<file path="src/dbs_map.svh">
// Constants for the DMA bus bandwidth sharing block
`ifndef DBS_MAP_SVH
`define DBS_MAP_SVH
`define DBS_NUM_CH      3
`define DBS_NUM_REQ     8
`define DBS_SEL_W       3
`define DBS_SHARE_W     2
`define DBS_GAP_W       3
`define DBS_GAP_25      3'h6
`define DBS_GAP_50      3'h2
`define DBS_GAP_67      3'h1
`define DBS_GAP_100     3'h1
`define DBS_SHARE_25    2'h0
`define DBS_SHARE_50    2'h1
`define DBS_SHARE_67    2'h2
`define DBS_SHARE_100   2'h3
`define DBS_NO_CH       2'h3
`endif

</file>
<file path="src/dbs_pkg.sv">
// Types for the DMA bus bandwidth sharing block
package dbs_pkg;
	typedef enum logic [4:0] {
		DBS_IDLE = 5'b00001,
		DBS_HIGH = 5'b00010,
		DBS_LOW  = 5'b00100,
		DBS_GAP  = 5'b01000,
		DBS_CPU  = 5'b10000
	} dbs_state_e;
endpackage

</file>
<file path="src/dbs_irq_rank.sv">
// Fixed priority ranking of CPU interrupt sources against DMA
`timescale 1ns/1ps
`include "dbs_map.svh"
module dbs_irq_rank
	import dbs_pkg::*;
(
	// Interrupt sources
	input  wire logic       swi_req,
	input  wire logic       ext_req,
	input  wire logic       tim_req,
	input  wire logic       spi_req,
	input  wire logic       sci_req,
	// DMA side
	input  wire logic       dma_pend,
	input  wire logic       dma_priority_select,
	// Result
	output logic [4:0]      irq_grant,
	output logic            dma_wins
);
	logic any_irq;
	always_comb
	begin
		irq_grant = 5'h00;
		// RL4: fixed source order
		if (swi_req)
			irq_grant = 5'h01;
		else if (ext_req)
			irq_grant = 5'h02;
		else if (tim_req)
			irq_grant = 5'h04;
		else if (spi_req)
			irq_grant = 5'h08;
		else if (sci_req)
			irq_grant = 5'h10;
	end
	assign any_irq = |irq_grant;
	// RL3: rank DMA by select bit
	assign dma_wins = dma_pend && (dma_priority_select || !any_irq);
endmodule

</file>
<file path="src/dbs_core.sv">
// DMA request routing, word sequencing and CPU gap insertion
//
// Function
// RL1: Select value 111 routes request input 7, serial transmit, to the channel.
// RL2: Three-bit select per channel picks one of eight request inputs.
// RL3: DMA priority select bit puts DMA above or below CPU interrupts.
// RL4: Interrupt order: software, external, timer, SPI, SCI.
// RL5: Word transfers always take full bandwidth regardless of share field; the code still inserts share-sized gaps between looped word blocks.
// RL6: No CPU cycles between word bytes nor between words of a block.
// RL7: Insert CPU cycles on channel change and between looped blocks.
// RL8: Share 00 gives six CPU cycles, share 01 gives two.
// RL9: Share 10 and 11 each give one CPU cycle.
// RL10: Bus returns to CPU only after last byte write completes.
`timescale 1ns/1ps
`include "dbs_map.svh"
module dbs_core
	import dbs_pkg::*;
(
	// Clock and reset
	input  wire logic       sys_clk,
	input  wire logic       rst_n,
	// Peripheral service requests (pins, asynchronous)
	input  wire logic [7:0] svc_req,
	// Channel configuration
	input  wire logic [2:0] request_source_select [3],
	input  wire logic [2:0] ch_enable,
	input  wire logic [2:0] ch_word,
	input  wire logic [2:0] ch_loop,
	input  wire logic       bandwidth_share_high,
	input  wire logic       bandwidth_share_low,
	input  wire logic       dma_priority_select,
	// CPU interrupt sources
	input  wire logic       swi_req,
	input  wire logic       ext_req,
	input  wire logic       tim_req,
	input  wire logic       spi_req,
	input  wire logic       sci_req,
	// Bus transfer handshake
	input  wire logic       xfer_done,
	input  wire logic       block_last,
	// Status
	output logic            dma_bus_own,
	output logic [1:0]      active_ch,
	output logic            byte_high,
	output logic            cpu_gap,
	output logic [4:0]      irq_grant
);
	////////////////////////////////////////////////////////////////////////
	typedef struct packed {
		logic [7:0] sync1;
		logic [7:0] sync2;
		dbs_state_e st;
		logic [1:0] ch;
		logic [1:0] last_ch;
		logic [2:0] gap_cnt;
	} dbs_core_s;
	dbs_core_s cur_ff;
	dbs_core_s nxt_ff;
	logic [2:0] ch_req;
	logic [1:0] pick;
	logic       dma_pend;
	logic       dma_wins;
	logic [1:0] share;

	// RL8: gap length lookup
	// RL9: one cycle shares
	function automatic logic [2:0] gap_len(input logic [1:0] s);
		case (s)
			`DBS_SHARE_25:  gap_len = `DBS_GAP_25;
			`DBS_SHARE_50:  gap_len = `DBS_GAP_50;
			`DBS_SHARE_67:  gap_len = `DBS_GAP_67;
			default:        gap_len = `DBS_GAP_100;
		endcase
	endfunction

	////////////////////////////////////////////////////////////////////////
	assign share = {bandwidth_share_high, bandwidth_share_low};
	// RL2: route selected source per channel
	// RL1: select 111 reaches input 7
	always_comb
	begin
		for (int i = 0; i < `DBS_NUM_CH; i++)
			ch_req[i] = ch_enable[i] & cur_ff.sync2[request_source_select[i]];
	end
	// Lowest channel number wins when several are pending
	always_comb
	begin
		pick = 2'h0;
		if (ch_req[0])
			pick = 2'h0;
		else if (ch_req[1])
			pick = 2'h1;
		else
			pick = 2'h2;
	end
	assign dma_pend = |ch_req;

	dbs_irq_rank u_rank (
		.swi_req            (swi_req),
		.ext_req            (ext_req),
		.tim_req            (tim_req),
		.spi_req            (spi_req),
		.sci_req            (sci_req),
		.dma_pend           (dma_pend),
		.dma_priority_select(dma_priority_select),
		.irq_grant          (irq_grant),
		.dma_wins           (dma_wins)
	);

	////////////////////////////////////////////////////////////////////////
	always_comb
	begin
		nxt_ff = cur_ff;
		nxt_ff.sync1 = svc_req;
		nxt_ff.sync2 = cur_ff.sync1;
		case (cur_ff.st)
			DBS_IDLE:
			begin
				if (dma_wins)
				begin
					nxt_ff.ch = pick;
					// RL7: gap on channel change
					if (cur_ff.last_ch != `DBS_NO_CH && cur_ff.last_ch != pick)
					begin
						nxt_ff.gap_cnt = gap_len(share);
						nxt_ff.st = DBS_GAP;
					end
					else
						nxt_ff.st = DBS_HIGH;
				end
			end
			DBS_GAP:
			begin
				// CPU owns the bus while the gap runs down
				if (cur_ff.gap_cnt <= 3'h1)
					nxt_ff.st = DBS_HIGH;
				else
					nxt_ff.gap_cnt = cur_ff.gap_cnt - 3'h1;
			end
			DBS_HIGH:
			begin
				if (xfer_done)
				begin
					// RL6: low byte follows with no CPU slot
					if (ch_word[cur_ff.ch])
						nxt_ff.st = DBS_LOW;
					else
						nxt_ff.st = DBS_CPU;
				end
			end
			DBS_LOW:
			begin
				if (xfer_done)
				begin
					// RL5: full bandwidth, words chain back to back
					if (!block_last)
						nxt_ff.st = DBS_HIGH;
					else
						nxt_ff.st = DBS_CPU;
				end
			end
			DBS_CPU:
			begin
				// RL10: release only after final write
				nxt_ff.last_ch = cur_ff.ch;
				// RL7: looped block gets a gap before restart
				if (block_last && ch_loop[cur_ff.ch])
				begin
					nxt_ff.gap_cnt = gap_len(share);
					nxt_ff.st = DBS_GAP;
				end
				else
					nxt_ff.st = DBS_IDLE;
			end
			default:
				nxt_ff.st = DBS_IDLE;
		endcase
	end

	always_ff @(posedge sys_clk or negedge rst_n)
	begin
		if (!rst_n)
		begin
			cur_ff.sync1    <= 8'h00;
			cur_ff.sync2    <= 8'h00;
			cur_ff.st       <= DBS_IDLE;
			cur_ff.ch       <= 2'h0;
			cur_ff.last_ch  <= `DBS_NO_CH;
			cur_ff.gap_cnt  <= 3'h0;
		end
		else
			cur_ff <= nxt_ff;
	end

	////////////////////////////////////////////////////////////////////////
	assign dma_bus_own = cur_ff.st == DBS_HIGH || cur_ff.st == DBS_LOW;
	assign active_ch   = cur_ff.ch;
	assign byte_high   = cur_ff.st == DBS_HIGH;
	assign cpu_gap     = cur_ff.st == DBS_GAP;
endmodule

</file>
<file path="config.mk">
export PLATFORM = sky130hd
export DESIGN_NAME = dbs_core
export DESIGN_NICKNAME = d
export VERILOG_FILES = /design/src/dbs_pkg.sv /design/src/dbs_irq_rank.sv /design/src/dbs_core.sv
export VERILOG_INCLUDE_DIRS = /design/src
export SDC_FILE = /design/constraint.sdc
export NUM_CORES = 1
export LEC_CHECK = 0
export BUFFER_PORTS_ARGS = -buffer_cell sky130_fd_sc_hd__buf_2
export CORE_ASPECT_RATIO = 1.75
export CORE_MARGIN = 5
export CORE_UTILIZATION = 50
export DETAILED_ROUTE_END_ITERATION = 7
export PLACE_DENSITY = 0.77
export SYNTH_ARGS = -nofsm -noshare
export SYNTH_HDL_FRONTEND = slang
export SYNTH_SLANG_ARGS = --single-unit
</file>
<file path="constraint.sdc">
create_clock -name sys_clk -period 2.72 [get_ports sys_clk]
set_input_delay 0.136 -clock sys_clk [delete_from_list [all_inputs] [get_ports sys_clk]]
set_output_delay 0.136 -clock sys_clk [all_outputs]
set_load 0.05 [all_outputs]
</file>
==> metrics.md <==
| Metric | Value |
|---|---|
| Status | `completed` |
| Leakage | `0.907 nW` |
| Die Area | `0.00428 mm2` |
| Adder-cell share of the synthesized area | `1.65%` |
| Core Rows | `26` |
| Area growth syn-to-layout | `26.0%` |
| Post-synth ARST share | `100%` |
| Routed wire per std cell | `15.4 um` |
| Worst reg2reg startpoint | `cur_ff[19]` |
| Peak VDD IR | `0.836 mV` |
| Syn_area_per_cell | `11.0 um2` |
| Hold WS | `0.154 ns` |
| FMAX | `414 MHz` |
| Core region area | `0.00293 mm2` |
| Post-Syn Instances | `138` |
| Family with the most delay on the worst path | `compound AO/OA/AOI/OAI gates` |
| Main synth FF type | `dfrtp_1` |
| Multi-input logic area | `743 um2` |
| Number of synthesized register bits | `28` |
| Final setup fails | `0` |
| Total power | `1.51 mW` |
| Worst-Margin Slew | `0.603 ns` |
| PD cells | `790 mW/mm2` |
| I/O pin total | `48` |
| Crit path from | `cur_ff[19]` |
| N_diodes | `0` |
| Setup Skew | `0.00495 ns` |
| HP Start | `xfer_done` |
| Area contributors post-synth | `dfrtp_1, dfstp_2, mux4_2` |
| Crit Path Class | `reg2reg` |
| Layout cells sized above 1 | `35.2%` |
| Met2 usage | `30.6%` |
| Synthesized area | `0.00152 mm2` |
| Commonest non-fill, non-tap cell in the layout | `buf_2` |
| CP Capture Type | `flip-flop` |
| GRT Overall Usage | `17.4%` |
| Buf+Inv Stages, Crit Path | `1` |
| Startpoint types | `flip-flop` |
| # DRC | `0` |
| Remaining Overflow, GRT | `0` |
| First-pass GRT wire length | `5780 um` |
| CP max-delay cell | `mux4_2` |
| Synth top area share | `41.3%` |
| Filler Cells Inserted | `225` |
| CTS tree | `done` |
| DIE HEIGHT | `82.9 um` |
| Relative slew slack | `59.8%` |
| Routability cong. | `0.903` |
| Clock slew seen by the registers of the worst setup and hold paths | `0.09 ns` |
| Total CTS buffers | `3` |
| Most frequent cells in the layout | `buf_2, dfrtp_1, nor2_1, nand2_1, dlygate4sd3_1` |
| Starting DRT DRC Count | `35` |
| Largest family of logic cells by synthesized area | `compound AO/OA/AOI/OAI gates` |
| Post-synthesis cell type count | `47` |
| Met1 Track Usage GR | `19.3%` |
| Top cell type by total area after synthesis | `dfrtp_1` |
| H-tree levels | `1` |
| Busiest grt layer | `met2` |
| Worst-path maximum fanout | `6` |
| Mux cell area share after synthesis | `12.5%` |
| RSZ-0062 raised after global routing | `false` |
| Mapped Nets | `178` |
| Final wirelength | `3410 um` |
| Vias in the first global route | `1305` |
| Pin count of the biggest net entering global routing | `29` |
| Post-DP HPWL | `2690 um` |
| Sequential share of the synthesized area | `46.5%` |
| Ys Warns | `0` |
| Number of buffers inserted by port buffering | `47` |
| Fin crit share | `88.7%` |
| Post-Synth Simple-Gate Area | `15.8%` |
| WP data arrival | `2.58 ns` |
| Crit path cell chain | `mux4_2 -> nor2b_1 -> or3_1 -> a311oi_2 -> a31oi_4 -> clkinv_2 -> and3_1 -> a211o_1` |
| Clock Latency Late Sink | `0.27 ns` |
| Max-slew violation count | `0` |
| Via count | `1301` |
| Number of nets still failing antenna checks after routing | `0` |
| Clock Path Buffers | `2` |
| Initial antenna violation count | `0` |
| Post-synthesis xor/xnor area fraction | `0.578%` |
| Setup_tns | `0 ns` |
| CTS root buf | `clkbuf_8` |
| DR pass1 iterations | `4` |
| MaxCap Viol Count | `0` |
| Setup bufs post-CTS | `0` |
| Via density | `5.89` |
| Worst path max stage delay | `0.47 ns` |
| Compound-Gate Fraction of Synth Area | `18.4%` |
| Fin nets | `234` |
| Total clock sinks | `28` |
| Final Hold Fails | `0` |
| FF/Latch Area | `704 um2` |
| Number of synthesized flops with an enable pin | `0` |
| Worst hold-check path type | `in2reg` |
| Met3 Use GR | `3.41%` |
| Min Tclk post-route | `2.41 ns` |
| CP Data Required Time | `2.88 ns` |
| Die width | `51.6 um` |
| Initial Utilization | `51.8%` |
## metal layers
layer | wire [um] | vias up | share of wire [%]
met1 | 1280 | 615 | 38
met3 | 222 | 13 | 6.5
li1 | - | 615 | -
met5 | 0 | - | 0
met4 | 110 | 0 | 3.2
met2 | 1800 | 58 | 53
## cell usage after synthesis (2+ instances only)
cell type   n
mux2i_1     4
nand2_1    10
mux2_2      5
nand2b_1    3
nor4b_1     2
nor2_1     10
dfrtp_1    25
nor3b_1     2
nand3b_1    2
mux4_2      3
nor2b_1     3
dfstp_2     3
a21oi_1     7
o31ai_1     2
nor3_1      4
nand3_1     4
ha_1        2
o22ai_1     3
or3_1       2
buf_4       3
o21ai_0     7
inv_1       7
## cells by family (layout without fill, tap and decap cells)
kind of cell,after synthesis,count (layout)
mux,13,13
compound gates,35,35
fa+ha+maj,2,2
buf+inv,13,68
flops,28,28
simple gates,46,46
xor+xnor,1,1
## metrics by stage
step	util [%]	cells	setup WS [ns]	instance area (um2)
finish	65.3	221	0.307	1910
global route	65.3	221	0.110	1910
CTS	65.3	221	0.306	1910
detailed placement	59.7	208	0.307	1750
global placement	59.7	208	0.431	1750
floorplan	-	138	0.214	1520
## layout make-up
class / count / share of cell area [%]
clock buffer: 3 / 2.16
clock inverter: 1 / 1.57
inverter: 8 / 1.64
multi-input combinational: 97 / 38.9
sequential: 28 / 36.9
tap: 28 / 1.83
timing repair buffer: 56 / 17.0
## tightest hold or removal path: stages
cell       delay [ns]
buf_2            0.09
inv_1            0.04
o2bb2ai_1        0.12
## flip-flops by register name, indices dropped and copies added (netlist names)
name       flops
cur_ff        26
active_ch      2
## worst paths after layout
| check | slack, ns | depth (start not counted) | to |
|---|---|---|---|
| worst min-delay path | 0.15 | 3 | cur_ff[8] |
| worst max register to register | 0.31 | 8 | cur_ff[0] |
| max in group asynchronous | 1.93 | 2 | cur_ff[18] |
| worst min register to register | 0.35 | 0 | cur_ff[17] |
| worst max-delay path | 0.31 | 8 | cur_ff[0] |
| min in group asynchronous | 0.39 | 2 | cur_ff[9] |
## power breakdown
group / switching, mW / internal, mW
combinational: 0.365 / 0.239
clock: 0.126 / 0.197
sequential: 0.0794 / 0.502
total: 0.570 / 0.938
## timing repair
action	4_1_cts	5_1_grt
hold buffers	9	0
endpoints found under the hold margin	33	0
resized for setup	0	0
Note: power is estimated with default switching activity, not from simulation.
